`src/rtl/rcc_defs.vh`:
```
// rcc_defs.vh: constants for the remote terminal command classifier.
// assumes inclusion by bare name from design files.
`ifndef RCC_DEFS_VH
`define RCC_DEFS_VH
`define RCC_BCAST_ADDR 5'h1F
`define RCC_SA_MODE_LO 5'h00
`define RCC_SA_MODE_HI 5'h1F
`define RCC_TA_MSB 15
`define RCC_TA_LSB 11
`define RCC_TR_BIT 10
`define RCC_SA_MSB 9
`define RCC_SA_LSB 5
`define RCC_WC_MSB 4
`define RCC_WC_LSB 0
`define RCC_WC_MSB_BIT 4
`define RCC_WC_ZERO 5'h00
`define RCC_WC_FULL 6'h20
`define RCC_MODE_CODE_SIXTEEN 5'h10
`define RCC_MC17 5'h11
`define RCC_MC18 5'h12
`define RCC_MC19 5'h13
`define RCC_MC20 5'h14
`define RCC_MC21 5'h15
`define RCC_MC22 5'h16
`define RCC_MC9 5'h09
`define RCC_MC15 5'h0F
`define RCC_ILL_BASE 9'h100
`define RCC_ILL_WORDS 9'h100
`define RCC_MODE_DATA_BASE 16'h0200
`endif

```
`src/rtl/rcc_classifier.v`:
```
// rcc_classifier.v: command word classifier of a remote terminal.
// assumes a decoder presents each word with a one-cycle strobe and that the
// legality bit is returned by shared memory within the cycle of its request.
//
// Behaviour
// - a word is valid only with good sync, coding, bit count and odd parity.
// - a valid command keeps its sixteen data bits after sync and parity removal.
// - command holds address, direction, subaddress and count or mode fields.
// - own latched address or address 31 selects this terminal.
// - broadcast-invalid setting makes address 31 commands ignored.
// - subaddress 1 to 30 gives direction and count, zero meaning 32.
// - subaddress 0 or 31 turns the low field into a mode code.
// - mode codes 16 to 31 carry one data word per direction.
// - mode codes 0 to 15 need direction one, else undefined.
// - twenty-two undefined mode combinations are recognised.
// - undefined-invalid setting makes undefined mode commands fully ignored.
// - undefined-invalid cleared at reset; legality lookup then decides.
// - legal undefined mode gives clear status, with data for 17, 20, 21 transmit.
// - illegal mode command gives status with message error, no transmit data; receive data flag still set.
// - twenty-seven reserved mode combinations follow the legality lookup.
// - mode data words use fixed storage per mode code.
// - separate transmit and receive descriptor per subaddress with buffer method.
// - transfer between terminals is receive then transmit command, second not 31.
// - a pair with a mode subaddress is ignored with no status update.
// - pair to us first and other second sets the relay flag.
// - pair to us second only is recorded as an ordinary transmit.
// - each lone command or command pair fetches one legality bit; one means message error.
// - legality table is 256 words at a fixed range, zero after reset.
`timescale 1ns/100ps
`default_nettype none
`include "rcc_defs.vh"
module rcc_classifier (
   // clock and reset
   input wire ref_clk_in,
   input wire reset_in,
   // received word from decoder
   input wire word_stb_in,
   input wire word_cmd_sync_in,
   input wire [15:0] word_data_in,
   input wire word_parity_in,
   input wire word_sync_ok_in,
   input wire word_coding_ok_in,
   input wire word_count_ok_in,
   // configuration
   input wire [4:0] own_addr_in,
   input wire broadcast_invalid_sel_in,
   input wire undefined_mode_invalid_sel_in,
   // legality lookup
   output wire ill_req_out,
   output reg [8:0] ill_addr_out,
   output reg [3:0] ill_bit_out,
   input wire ill_bit_in,
   // decision
   output reg done_out,
   output reg respond_out,
   output reg send_status_out,
   output reg msg_error_out,
   output reg status_update_out,
   output reg mode_cmd_out,
   output reg [4:0] mode_code_out,
   output reg mode_data_tx_out,
   output reg mode_data_rx_out,
   output reg [15:0] mode_data_addr_out,
   output reg tr_out,
   output reg [5:0] word_count_out,
   output reg [4:0] subaddress_field_out,
   output reg broadcast_out,
   output reg relay_transfer_flag_out,
   output reg [15:0] cmd_word_out
);
   localparam [3:0] ST_IDLE = 4'h1;
   localparam [3:0] ST_PAIR = 4'h2;
   localparam [3:0] ST_LOOK = 4'h4;
   localparam [3:0] ST_DONE = 4'h8;

   reg [3:0] state_q;
   reg [3:0] state_d;
   reg [15:0] cmd_q;
   reg [15:0] first_q;
   reg pair_q;
   reg first_mine_q;
   reg mine_q;
   reg bcast_q;
   wire word_valid;
   wire has_data;
   wire undefined;
   wire reserved;
   wire [4:0] ta_in;
   wire [4:0] sa_in;
   wire [4:0] sa_cmd;
   wire [4:0] lo_cmd;
   wire tr_cmd;
   wire is_mode_cmd;
   wire addr_mine;
   wire addr_bcast;
   wire take_cmd;
   wire pair_cmd;

   // returns true for a mode subaddress
   function is_mode_sa;
      input [4:0] sa;
      begin
         is_mode_sa = (sa == `RCC_SA_MODE_LO) || (sa == `RCC_SA_MODE_HI);
      end
   endfunction

   // legality table word and bit for a command; a broadcast selects the lower half
   function [12:0] ill_loc;
      input [15:0] cmd;
      input bc;
      begin
         ill_loc = {`RCC_ILL_BASE | {1'b0, ~bc, cmd[`RCC_TR_BIT], cmd[`RCC_SA_MSB:`RCC_SA_LSB], cmd[`RCC_WC_MSB]},
            cmd[`RCC_WC_MSB - 1:`RCC_WC_LSB]};
      end
   endfunction

   rcc_word_check u_check (
      .data_in(word_data_in),
      .parity_in(word_parity_in),
      .sync_ok_in(word_sync_ok_in),
      .coding_ok_in(word_coding_ok_in),
      .count_ok_in(word_count_ok_in),
      .valid_out(word_valid)
   );

   rcc_mode_class u_mode (
      .code_in(lo_cmd),
      .tr_in(tr_cmd),
      .has_data_out(has_data),
      .undefined_out(undefined),
      .reserved_out(reserved)
   );

   assign ta_in = word_data_in[`RCC_TA_MSB:`RCC_TA_LSB];
   assign sa_in = word_data_in[`RCC_SA_MSB:`RCC_SA_LSB];
   assign sa_cmd = cmd_q[`RCC_SA_MSB:`RCC_SA_LSB];
   assign lo_cmd = cmd_q[`RCC_WC_MSB:`RCC_WC_LSB];
   assign tr_cmd = cmd_q[`RCC_TR_BIT];
   assign is_mode_cmd = is_mode_sa(sa_cmd);
   assign addr_mine = ta_in == own_addr_in;
   assign addr_bcast = (ta_in == `RCC_BCAST_ADDR) && !broadcast_invalid_sel_in;
   // only valid command-sync words are kept
   assign take_cmd = word_stb_in && word_cmd_sync_in && word_valid;
   // transmit command not to address 31 completes a pair
   assign pair_cmd = take_cmd && word_data_in[`RCC_TR_BIT] && (ta_in != `RCC_BCAST_ADDR);
   assign ill_req_out = state_q == ST_LOOK;

   always @*
   begin
      state_d = state_q;
      case (state_q)
         ST_IDLE:
         begin
            if (take_cmd && !word_data_in[`RCC_TR_BIT])
               state_d = ST_PAIR;
            else if (take_cmd)
               state_d = ST_LOOK;
         end
         ST_PAIR:
         begin
            if (word_stb_in)
               state_d = ST_LOOK;
         end
         ST_LOOK:
            state_d = ST_DONE;
         ST_DONE:
            state_d = ST_IDLE;
         default:
            state_d = ST_IDLE;
      endcase
   end

   always @(posedge ref_clk_in or posedge reset_in)
   begin
      if (reset_in)
      begin
         state_q <= ST_IDLE;
         cmd_q <= 16'h0000;
         first_q <= 16'h0000;
         pair_q <= 1'b0;
         first_mine_q <= 1'b0;
         mine_q <= 1'b0;
         bcast_q <= 1'b0;
      end
      else
      begin
         state_q <= state_d;
         if (state_q == ST_IDLE && take_cmd)
         begin
            cmd_q <= word_data_in;
            first_q <= word_data_in;
            pair_q <= 1'b0;
            first_mine_q <= addr_mine || addr_bcast;
            mine_q <= addr_mine || addr_bcast;
            bcast_q <= addr_bcast && !addr_mine;
         end
         else if (state_q == ST_PAIR && word_stb_in)
         begin
            // a contiguous transmit command makes a pair
            if (pair_cmd)
            begin
               pair_q <= 1'b1;
               cmd_q <= word_data_in;
               mine_q <= addr_mine;
               bcast_q <= 1'b0;
               // receive side keeps its own command
               if (first_mine_q && !addr_mine)
                  cmd_q <= first_q;
               // mode subaddress in either word kills the pair
               if (is_mode_sa(sa_in) || is_mode_sa(first_q[`RCC_SA_MSB:`RCC_SA_LSB]))
               begin
                  first_mine_q <= 1'b0;
                  mine_q <= 1'b0;
               end
            end
         end
      end
   end

   // legality word address and bit index
   always @(posedge ref_clk_in or posedge reset_in)
   begin
      if (reset_in)
      begin
         ill_addr_out <= 9'h000;
         ill_bit_out <= 4'h0;
      end
      else if (state_q == ST_IDLE && take_cmd)
      begin
         // lone command, broadcast only when not also our own address
         {ill_addr_out, ill_bit_out} <= ill_loc(word_data_in, addr_bcast && !addr_mine);
      end
      else if (state_q == ST_PAIR && pair_cmd)
      begin
         // index the command that this terminal acts on
         {ill_addr_out, ill_bit_out} <= ill_loc((first_mine_q && !addr_mine) ? first_q : word_data_in, 1'b0);
      end
   end

   // decision registered at the end of the lookup cycle
   always @(posedge ref_clk_in or posedge reset_in)
   begin
      if (reset_in)
      begin
         done_out <= 1'b0;
         respond_out <= 1'b0;
         send_status_out <= 1'b0;
         msg_error_out <= 1'b0;
         status_update_out <= 1'b0;
         mode_cmd_out <= 1'b0;
         mode_code_out <= 5'h00;
         mode_data_tx_out <= 1'b0;
         mode_data_rx_out <= 1'b0;
         mode_data_addr_out <= 16'h0000;
         tr_out <= 1'b0;
         word_count_out <= 6'h00;
         subaddress_field_out <= 5'h00;
         broadcast_out <= 1'b0;
         relay_transfer_flag_out <= 1'b0;
         cmd_word_out <= 16'h0000;
      end
      else
      begin
         done_out <= 1'b0;
         if (state_q == ST_LOOK)
         begin
            done_out <= 1'b1;
            cmd_word_out <= cmd_q;
            // direction and subaddress pick the descriptor
            tr_out <= tr_cmd;
            subaddress_field_out <= sa_cmd;
            broadcast_out <= bcast_q;
            mode_cmd_out <= is_mode_cmd;
            mode_code_out <= lo_cmd;
            word_count_out <= (lo_cmd == `RCC_WC_ZERO) ? `RCC_WC_FULL : {1'b0, lo_cmd};
            // relay flag only for receive side of a pair
            relay_transfer_flag_out <= pair_q && first_mine_q && !mine_q;
            // undefined mode ignored only when so configured
            if (!(mine_q || (pair_q && first_mine_q)) || (is_mode_cmd && undefined && undefined_mode_invalid_sel_in))
            begin
               respond_out <= 1'b0;
               send_status_out <= 1'b0;
               msg_error_out <= 1'b0;
               status_update_out <= 1'b0;
               mode_data_tx_out <= 1'b0;
               mode_data_rx_out <= 1'b0;
            end
            else
            begin
               respond_out <= 1'b1;
               status_update_out <= 1'b1;
               send_status_out <= !bcast_q;
               msg_error_out <= ill_bit_in;
               mode_data_tx_out <= is_mode_cmd && has_data && tr_cmd && !ill_bit_in;
               mode_data_rx_out <= is_mode_cmd && has_data && !tr_cmd;
            end
            mode_data_addr_out <= `RCC_MODE_DATA_BASE | {10'h000, tr_cmd, lo_cmd};
         end
      end
   end
endmodule
`default_nettype wire

```
`src/rtl/rcc_word_check.v`:
```
// rcc_word_check.v: validity check of one received bus word.
// assumes decoder flags for sync, coding and bit count arrive with the word.
`timescale 1ns/100ps
`default_nettype none
module rcc_word_check (
   // received word
   input wire [15:0] data_in,
   input wire parity_in,
   input wire sync_ok_in,
   input wire coding_ok_in,
   input wire count_ok_in,
   // verdict
   output wire valid_out
);
   assign valid_out = sync_ok_in & coding_ok_in & count_ok_in & ((^data_in) ^ parity_in);
endmodule
`default_nettype wire

```
`src/rtl/rcc_mode_class.v`:
```
// rcc_mode_class.v: classification of a mode code and direction.
// assumes a pure combinational use by the classifier.
`timescale 1ns/100ps
`default_nettype none
`include "rcc_defs.vh"
module rcc_mode_class (
   // mode command fields
   input wire [4:0] code_in,
   input wire tr_in,
   // class flags
   output wire has_data_out,
   output wire undefined_out,
   output wire reserved_out
);
   // codes 16 and up carry one word
   assign has_data_out = code_in >= `RCC_MODE_CODE_SIXTEEN;
   assign undefined_out = tr_in ? (code_in == `RCC_MC17 || code_in == `RCC_MC20 || code_in == `RCC_MC21) :
      (code_in <= `RCC_MC15 || code_in == `RCC_MODE_CODE_SIXTEEN || code_in == `RCC_MC18 || code_in == `RCC_MC19);
   assign reserved_out = (code_in >= `RCC_MC22) || (tr_in && code_in >= `RCC_MC9 && code_in <= `RCC_MC15);
endmodule
`default_nettype wire

```
`config.mk`:
```
export PLATFORM = sky130hd
export DESIGN_NAME = rcc_classifier
export DESIGN_NICKNAME = d
export VERILOG_FILES = /design/src/rtl/rcc_classifier.v /design/src/rtl/rcc_word_check.v /design/src/rtl/rcc_mode_class.v
export VERILOG_INCLUDE_DIRS = /design/src /design/src/rtl
export SDC_FILE = /design/constraint.sdc
export NUM_CORES = 1
export LEC_CHECK = 0
export BUFFER_PORTS_ARGS = -buffer_cell sky130_fd_sc_hd__buf_2
export CORE_ASPECT_RATIO = 0.6
export CORE_MARGIN = 2
export CORE_UTILIZATION = 40
export CTS_BUF_LIST = sky130_fd_sc_hd__clkbuf_2 sky130_fd_sc_hd__clkbuf_4 sky130_fd_sc_hd__clkbuf_8
export CTS_CLUSTER_DIAMETER = 100
export DETAILED_ROUTE_END_ITERATION = 7
export GPL_ROUTABILITY_DRIVEN = 1
export SYNTH_ARGS = -nofsm -noshare
export SYNTH_HDL_FRONTEND = slang
export SYNTH_SLANG_ARGS = --single-unit
```
`constraint.sdc`:
```
create_clock -name ref_clk_in -period 3.45 [get_ports ref_clk_in]
set_input_delay 0.69 -clock ref_clk_in [delete_from_list [all_inputs] [get_ports ref_clk_in]]
set_output_delay 0.69 -clock ref_clk_in [all_outputs]
set_load 0.02 [all_outputs]
```
==> results of run 1 <==
layout make-up:
type | instances | area, um^2 | share of cell area, %
clock buffers | 15 | 188 | 4.10
well taps | 130 | 163 | 3.56
clock inverters | 1 | 5.00 | 0.109
multi-input cells | 271 | 1510 | 33.0
repair buffers | 105 | 551 | 12.0
inverters | 8 | 31.3 | 0.684
flip-flops and latches | 85 | 2130 | 46.5
cell families (layout without fill, tap and decap cells):
family	after synthesis	count (layout)	synth area share [%]
and+or+nand+nor	172	172	18.4
DFF	85	85	54.3
buffers and inverters	51	129	8.24
AOI/OAI and AO/OA	50	50	7.63
muxes	23	23	6.03
xor gates and xnor gates	17	17	5.27
other	1	9	0.0957
sequential cells by signal, indices dropped and copies added (netlist names), 4 cells and up:
name,count
first_q,16
mode_code_out,4
ill_bit_out,4
word_count_out,6
ill_addr_out,9
state_q,4
subaddress_field_out,4
cmd_q,16
cmd_word_out,8
power groups by stage:
stage               logic [uW]  clock network (uW)  registers (uW)
CTS                        752                 701            1480
global route               839                 741            1520
global placement           729                   0            1500
detailed placement         750                   0            1500
finish                     745                 675            1480
floorplan                  450                   0            1540
worst max-delay path, delay by kind of cell (launching register included):
kind	cells	cell delay, ps
buffers and inverters	2	300
AND/OR/NAND/NOR	1	1000
flip-flops	1	410
routing by layer:
| layer | routed length [um] | global-route usage [%] | up-vias |
|---|---|---|---|
| met5 | 0 | 0 | - |
| met4 | 96 | 5.54 | 0 |
| met3 | 542 | 4.99 | 8 |
| met2 | 3890 | 26.7 | 91 |
| met1 | 4490 | 24.8 | 1445 |
| li1 | - | - | 1442 |
how the worst max path moves through the flow:
stage               startpoint             end  slack (ps)  depth (start not counted)
3_5_place_dp   word_data_in[4]        cmd_q[8]         530                          8
6_report            state_q[3]     ill_req_out         690                          3
2_1_floorplan         reset_in         bcast_q         570                          1
5_1_grt             state_q[3]     ill_req_out         580                          3
3_3_place_gp   word_data_in[9]  ill_bit_out[2]         530                          8
4_1_cts             state_q[3]     ill_req_out         660                          3
stage by stage:
stage	cells	area, um^2
detailed placement	599	4380
global placement	599	4380
CTS	615	4570
finish	615	4570
floorplan	407	3950
global route	615	4570
cell usage in the layout (no fill, tap or decap), types with 2 or more instances in the layout:
cell type,netlist,routed
nor3_1,6,4
mux2_2,5,5
buf_2,5,95
or2_2,2,2
clkinv_2,0,2
xor2_1,6,6
a31o_2,2,2
dfrtp_1,84,84
nor2_1,35,35
o31ai_1,2,2
o22ai_1,3,3
xnor2_1,7,7
inv_1,7,6
or4_1,2,2
nand2_1,107,107
clkbuf_4,0,3
xnor3_2,2,2
o21ai_0,6,6
nor3_2,0,2
a21oi_1,31,31
nor4b_1,3,3
mux2i_1,18,18
nand3_1,6,6
conb_1,1,9
buf_4,29,10
clkbuf_8,0,12
xnor3_1,2,2
and3_1,4,4
==> impl_metrics.ini, run 1 <==
[cells_and_area]
fill_cells = 908
fin_util_pct = 48.9
drive_above_1_share_pct = 28.7
antennaDiodeCount = 0
syn2layout_area_growth_pct = 16.7
nNetsFinal = 512

[worst_setup_path]
path_max_fanout = 22
slowest_delay_ps = 1000
reg2reg_slack_ps = 880
arrival_ps = 2070
reg2regPathDepth = 4
endpoint_kind = output port
reg2reg_to = mode_data_tx_out
cp.required_ps = 2760
startpoint_type = flip-flop
r2r_start = state_q[3]
worst-setup-path-type = flip-flop to output port
critPathSlowestCell = or4b_2
cp_cell_sequence = or4b_2 > clkinv_1 > buf_2

[synthesis]
synth-async-reset-ratio_pct = 100
syn_inst = 399
yosys.cell_count.top_type = nand2_1
synthTopCellsByArea = dfrtp_1, nand2_1, buf_4
synth_top_area_share_pct = 53.6
synth_flop_cell = dfrtp_1
synthDistinctLibCells = 42
synth_edf_count = 0
synth_top_area_cell = dfrtp_1
yosys_warnings = 0
ys_seq_elements = 85
synthTopCellsByCount = nand2_1, dfrtp_1, nor2_1
yosysSeqAreaShare_pct = 54.3
syn_area_mm2 = 0.00392
synth.avg_cell_area_um2 = 9.82

[route]
drt_iter0_markers = 185
wl_per_cell_um = 14.7
vias_per_cell = 4.86
ant_nets = 0
firstDrtPassIters = 4
wirelength_mm = 9.01
vias = 2986
route.detailed.drc = 0

[placement]
dp_hpwl_mm = 6.57
dp_slack_ps = 528
gp_congestion = 0.844
io_buffers = 95

[timing]
finalHoldViolations = 0
rsz0062_at_grt = false
clock_skew_ps = 9.70
fmax_mhz = 363
fin_tns_setup_ps = 0
period_minus_slack_ps = 2760
layout_setup_ws_ps = 695
fin_crit_sh_pct = 79.9
tightest_slew_ps = 586
drv_slew = 0
relSlewSlack_pct = 60.9
timing.hold.ws_ps = 351
setup_viol = 0

[grt]
grt_usage_pct = 17.7
antenna_found_initial = 0
grt_start_max_net_pins = 33
overflow = 0
grt_pass1_wl_mm = 14.4
grt_pass1_vias = 2783

[floorplan]
start_util_pct = 41.9
num_rows = 27
coreArea_mm2 = 0.00936
die_h_um = 80.7
die_w_um = 132
io_pins = 105
die_area_mm2 = 0.0106

[power]
pwr-share-seq_pct = 51.1
ir_worst_vdd_mv = 0.389
finalPower_uw = 2900
pwr-share-clk_pct = 23.3
netSwitchingFraction_pct = 33.7
cellLeakagePower_uw = 0.00255
switchingPower_uw = 977
p_per_area_mw_per_mm2 = 635
pwr-share-comb_pct = 25.6
p_int_uw = 1930

[clocking]
cts_max_path_buffers = 2
cts_tree = built
cts_sinks = 85
hold_buffers = 0
cts_inserted_buffers = 9
cts_root_buffer = clkbuf_8
post_cts_buffers = 0
clk_latency_ps = 350
path_clk_slew_ps = 80
h-tree-depth = 3
cts_resized = 0

[hold_path]
hp-class = primary input to async pin

[run]
max_cap_violations = 0

[status]
status = completed
Note: power is estimated with default switching activity, not from simulation.
==> run 2, diff against run 1 <==
==> constraint.sdc (replaced) <==
create_clock -name ref_clk_in -period 2.8 [get_ports ref_clk_in]
set_input_delay 0.56 -clock ref_clk_in [delete_from_list [all_inputs] [get_ports ref_clk_in]]
set_output_delay 0.56 -clock ref_clk_in [all_outputs]
set_load 0.02 [all_outputs]
==> run 2 against run 1 <==
  * Sequential power increased by 24%
  * Total power increased by 21%
  * Largest cell class unchanged
  * Worst hold slack got worse by 85 ps
  * Combinational power increased by 25%
  * Critical path depth unchanged
  * Die area unchanged
  * Utilization about the same
  * Final cell count decreased by 0.65%
  * Clock skew increased by 3.2 ps
  * Global-route usage increased by 0.30 points
==> impl_metrics.ini, run 2 (same netlist as run 1, synthesis figures left out) <==
[timing]
fin_crit_sh_pct = 90.5
relSlewSlack_pct = 61.4
rsz0062_at_grt = false
tightest_slew_ps = 571
fmax_mhz = 395
setup_viol = 0
timing.hold.ws_ps = 266
drv_slew = 0
finalHoldViolations = 0
clock_skew_ps = 12.9
period_minus_slack_ps = 2530
fin_tns_setup_ps = 0

[route]
ant_nets = 0
wirelength_mm = 9.04
vias = 2985
vias_per_cell = 4.89
wl_per_cell_um = 14.8
firstDrtPassIters = 4
route.detailed.drc = 0
drt_iter0_markers = 227

[worst_setup_path]
worst-setup-path-type = flip-flop to output port
critPathSlowestCell = or4b_2
path_max_fanout = 12
slowest_delay_ps = 900
cp_cell_sequence = or4b_2 > clkinv_1 > buf_2
startpoint_type = flip-flop
crit_buf_inv = 2
endpoint_kind = output port
startpoint = state_q[3]
crit_family = simple AND/OR/NAND/NOR gates
arrival_ps = 1970
r2r_start = state_q[0]
cp.required_ps = 2240

[grt]
grt_pass1_vias = 2800
grt_pass1_wl_mm = 14.7
antenna_found_initial = 0
overflow = 0
grt_usage_pct = 18.0
grt_start_max_net_pins = 86

[cells_and_area]
final_cell_mix = nand2_1, buf_2, dfrtp_1
regArea_mm2 = 0.00213
antennaDiodeCount = 0
largest_registers = cmd_q: 16 flops, first_q: 16 flops, ill_addr_out: 9 flops
fill_cells = 912
syn2layout_area_growth_pct = 16.8
drive_above_1_share_pct = 28.1
final_common_cell = nand2_1
multi_input_area_mm2 = 0.00151
nNetsFinal = 511

[hold_path]
hp-class = primary input to async pin

[run]
max_cap_violations = 0

[clocking]
cts_max_path_buffers = 2
h-tree-depth = 3
post_cts_buffers = 0
cts_sinks = 85
clk_latency_ps = 360
cts_inserted_buffers = 9
hold_buffers = 0
path_clk_slew_ps = 80
cts_tree = built
cts_resized = 0
cts_root_buffer = clkbuf_8

[floorplan]
start_util_pct = 41.9
coreArea_mm2 = 0.00936
io_pins = 105
die_area_mm2 = 0.0106
num_rows = 27
die_w_um = 132
die_h_um = 80.7

[power]
cellLeakagePower_uw = 0.00254
ir_worst_vdd_mv = 0.444
finalPower_uw = 3510
p_per_area_mw_per_mm2 = 766

[placement]
dp_hpwl_mm = 6.51
io_buffers = 95
gp_congestion = 0.852

[status]
status = completed
-- run 2: tightest hold or removal path, delay by kind of cell --
| family | cells | cell delay, ps |
|---|---|---|
| buffers and inverters | 3 | 480 |
-- run 2: final timing paths --
check	endpoint	slack (ps)	cells after the start
worst max-delay path	ill_req_out	270	3
worst min-delay path	mode_code_out[0]	270	3
worst max register to register	ill_addr_out[6]	470	6
worst min register to register	send_status_out	460	1
max in group asynchronous	state_q[0]	2130	3
min in group ref_clk_in	mode_data_tx_out	390	2
-- run 2: through the flow --
step	std cells	instance area, um^2	util (%)	worst slack, ps
after floorplan	407	3950	-	48.2
after global placement	598	4420	47.3	24.9
after detailed placement	598	4420	47.3	-3.06
after CTS	611	4580	48.9	232
after global routing	611	4580	48.9	169
final	611	4580	48.9	266
-- run 2: area by class of cell --
| type | count | area share (%) |
|---|---|---|
| Clock inverter | 3 | 0.328 |
| Multi-Input combinational cell | 271 | 33.0 |
| Inverter | 8 | 0.684 |
| Clock buffer | 10 | 3.01 |
| Sequential cell | 85 | 46.5 |
| Timing Repair Buffer | 104 | 13.0 |
| Tap cell | 130 | 3.55 |
-- run 2: metal layers --
metal | up-vias | global-route usage, % | part of all wire (%)
met5 | - | 0 | 0
met4 | 0 | 5.87 | 0.91
met3 | 10 | 4.55 | 6.1
met2 | 80 | 25.7 | 42
met1 | 1462 | 26.6 | 51
li1 | 1433 | - | -
-- run 2: power breakdown --
part | total, uW | switching (uW) | internal, uW
sequential | 1830 | 264 | 1560
clock | 745 | 418 | 327
combinational | 932 | 542 | 390
==> run 3, diff against run 2 <==
--- a/config.mk
+++ b/config.mk
@@ -14,6 +14,7 @@
 export CTS_CLUSTER_DIAMETER = 100
 export DETAILED_ROUTE_END_ITERATION = 7
 export GPL_ROUTABILITY_DRIVEN = 1
+export PLACE_DENSITY_LB_ADDON = 0.2
 export SYNTH_ARGS = -nofsm -noshare
 export SYNTH_HDL_FRONTEND = slang
 export SYNTH_SLANG_ARGS = --single-unit
==> constraint.sdc (replaced) <==
create_clock -name ref_clk_in -period 2.6 [get_ports ref_clk_in]
set_input_delay 0.52 -clock ref_clk_in [delete_from_list [all_inputs] [get_ports ref_clk_in]]
set_output_delay 0.52 -clock ref_clk_in [all_outputs]
set_load 0.02 [all_outputs]
==> run 3 against run 2 <==
  * Clock power increased by 16%
  * Critical path type unchanged
  * Worst setup slack got worse by 140 ps
  * Critical path depth stayed put
  * Utilization grew 1.3 points
  * Critical endpoint unchanged
  * Via count increased by 0.44%
==> impl_metrics.ini, run 3 (same netlist as run 1, synthesis figures left out) <==
[clocking]
clk_latency_ps = 360
cts_inserted_buffers = 9
cts_root_buffer = clkbuf_8
cts_tree = built
hold_buffers = 0
post_cts_buffers = 0
cts_sinks = 85
cts_resized = 0
h-tree-depth = 3
cts_max_path_buffers = 2
path_clk_slew_ps = 90

[worst_setup_path]
reg2reg_slack_ps = 200
endpoint_kind = output port
arrival_ps = 1950
worst-setup-path-type = flip-flop to output port
path_max_fanout = 9
cp.required_ps = 2080
startpoint_type = flip-flop

[cells_and_area]
final_common_cell = nand2_1
antennaDiodeCount = 0
final_area_mm2 = 0.00470
drive_above_1_share_pct = 30.4
syn2layout_area_growth_pct = 19.9
multi_input_area_mm2 = 0.00151
fill_cells = 895
largest_registers = cmd_q: 16 flops, first_q: 16 flops, ill_addr_out: 9 flops
final_cell_mix = nand2_1, buf_2, dfrtp_1
regArea_mm2 = 0.00213
nNetsFinal = 524

[power]
p_int_uw = 2540
netSwitchingFraction_pct = 34.8
ir_worst_vdd_mv = 0.347
pwr-share-clk_pct = 22.2
pwr-share-comb_pct = 27.3
pwr-share-seq_pct = 50.5
p_per_area_mw_per_mm2 = 828
cellLeakagePower_uw = 0.00261
switchingPower_uw = 1350

[hold_path]
hp-class = primary input to async pin

[timing]
relSlewSlack_pct = 62.1
fin_tns_setup_ps = 0
tightest_slew_ps = 560
clock_skew_ps = 12.4
period_minus_slack_ps = 2470
fmax_mhz = 405
rsz0062_at_grt = false
drv_slew = 0
setup_viol = 0
finalHoldViolations = 0
fin_crit_sh_pct = 95.0

[floorplan]
io_pins = 105
coreArea_mm2 = 0.00936
die_h_um = 80.7
start_util_pct = 41.9
die_area_mm2 = 0.0106
num_rows = 27
die_w_um = 132

[grt]
grt_pass1_vias = 2866
grt_start_max_net_pins = 65
overflow = 0
grt_usage_pct = 18.6
antenna_found_initial = 0
grt_pass1_wl_mm = 14.9

[route]
route.detailed.drc = 0
vias_per_cell = 4.78
wirelength_mm = 9.46
ant_nets = 0
wl_per_cell_um = 15.1
vias = 2998
firstDrtPassIters = 4
drt_iter0_markers = 178

[status]
status = completed

[placement]
gp_congestion = 0.862
dp_hpwl_mm = 6.88
io_buffers = 95
postPlaceCellArea_mm2 = 0.00452

[run]
max_cap_violations = 0
[run 3: cell count changes in the layout (fill, tap and decap cells not counted), sizes merged]
cell / before / now
clkbuf: 10 / 12
clkinvlp: 0 / 1
buf: 104 / 117
[run 3: worst max-delay path: stages, from the launching register on]
cell and delay [ps]:
dfrtp_1 410, or4b_2 860, clkinv_1 140, buf_2 170
[run 3: per-stage QoR]
step	util, %	worst slack (ps)	hold slack (ps)	total power, uW	instances
4_1_cts	50.2	103	181	3930	627
5_1_grt	50.2	43.1	208	4140	627
3_5_place_dp	48.3	-87.0	447	3060	611
6_report	50.2	129	183	3890	627
2_1_floorplan	-	110	438	2640	407
3_3_place_gp	48.3	-64.3	448	3010	611
[run 3: layout make-up]
cell class	count	area share, %
clock buffer	12	3.25
clock inverter	4	0.506
inverter	8	0.719
multi-input combinational	271	32.1
sequential	85	45.3
tap	130	3.46
timing repair buffer	117	14.7
[run 3: final timing paths]
| check | startpoint | endpoint | cells past startpoint |
|---|---|---|---|
| worst max-delay path | state_q[3] | ill_req_out | 3 |
| worst min-delay path | reset_in | word_count_out[2] | 2 |
| worst max register to register | state_q[0] | cmd_q[7] | 6 |
| worst min register to register | bcast_q | send_status_out | 1 |
| max in group asynchronous | reset_in | state_q[0] | 3 |
| min in group ref_clk_in | ill_bit_in | mode_data_tx_out | 2 |
[run 3: per-layer routing]
| metal | vias up | track usage (%) | wire length [um] |
|---|---|---|---|
| met5 | - | 0 | 0 |
| met4 | 0 | 5.54 | 38 |
| met3 | 2 | 5.11 | 543 |
| met2 | 88 | 26.7 | 4070 |
| met1 | 1441 | 27.1 | 4810 |
| li1 | 1467 | - | - |
[run 3: power groups by stage]
stage,clock network (uW),logic (uW),registers (uW)
floorplan,0,598,2040
global placement,0,1030,1980
detailed placement,0,1070,1990
CTS,894,1070,1970
global route,940,1180,2020
finish,865,1060,1970
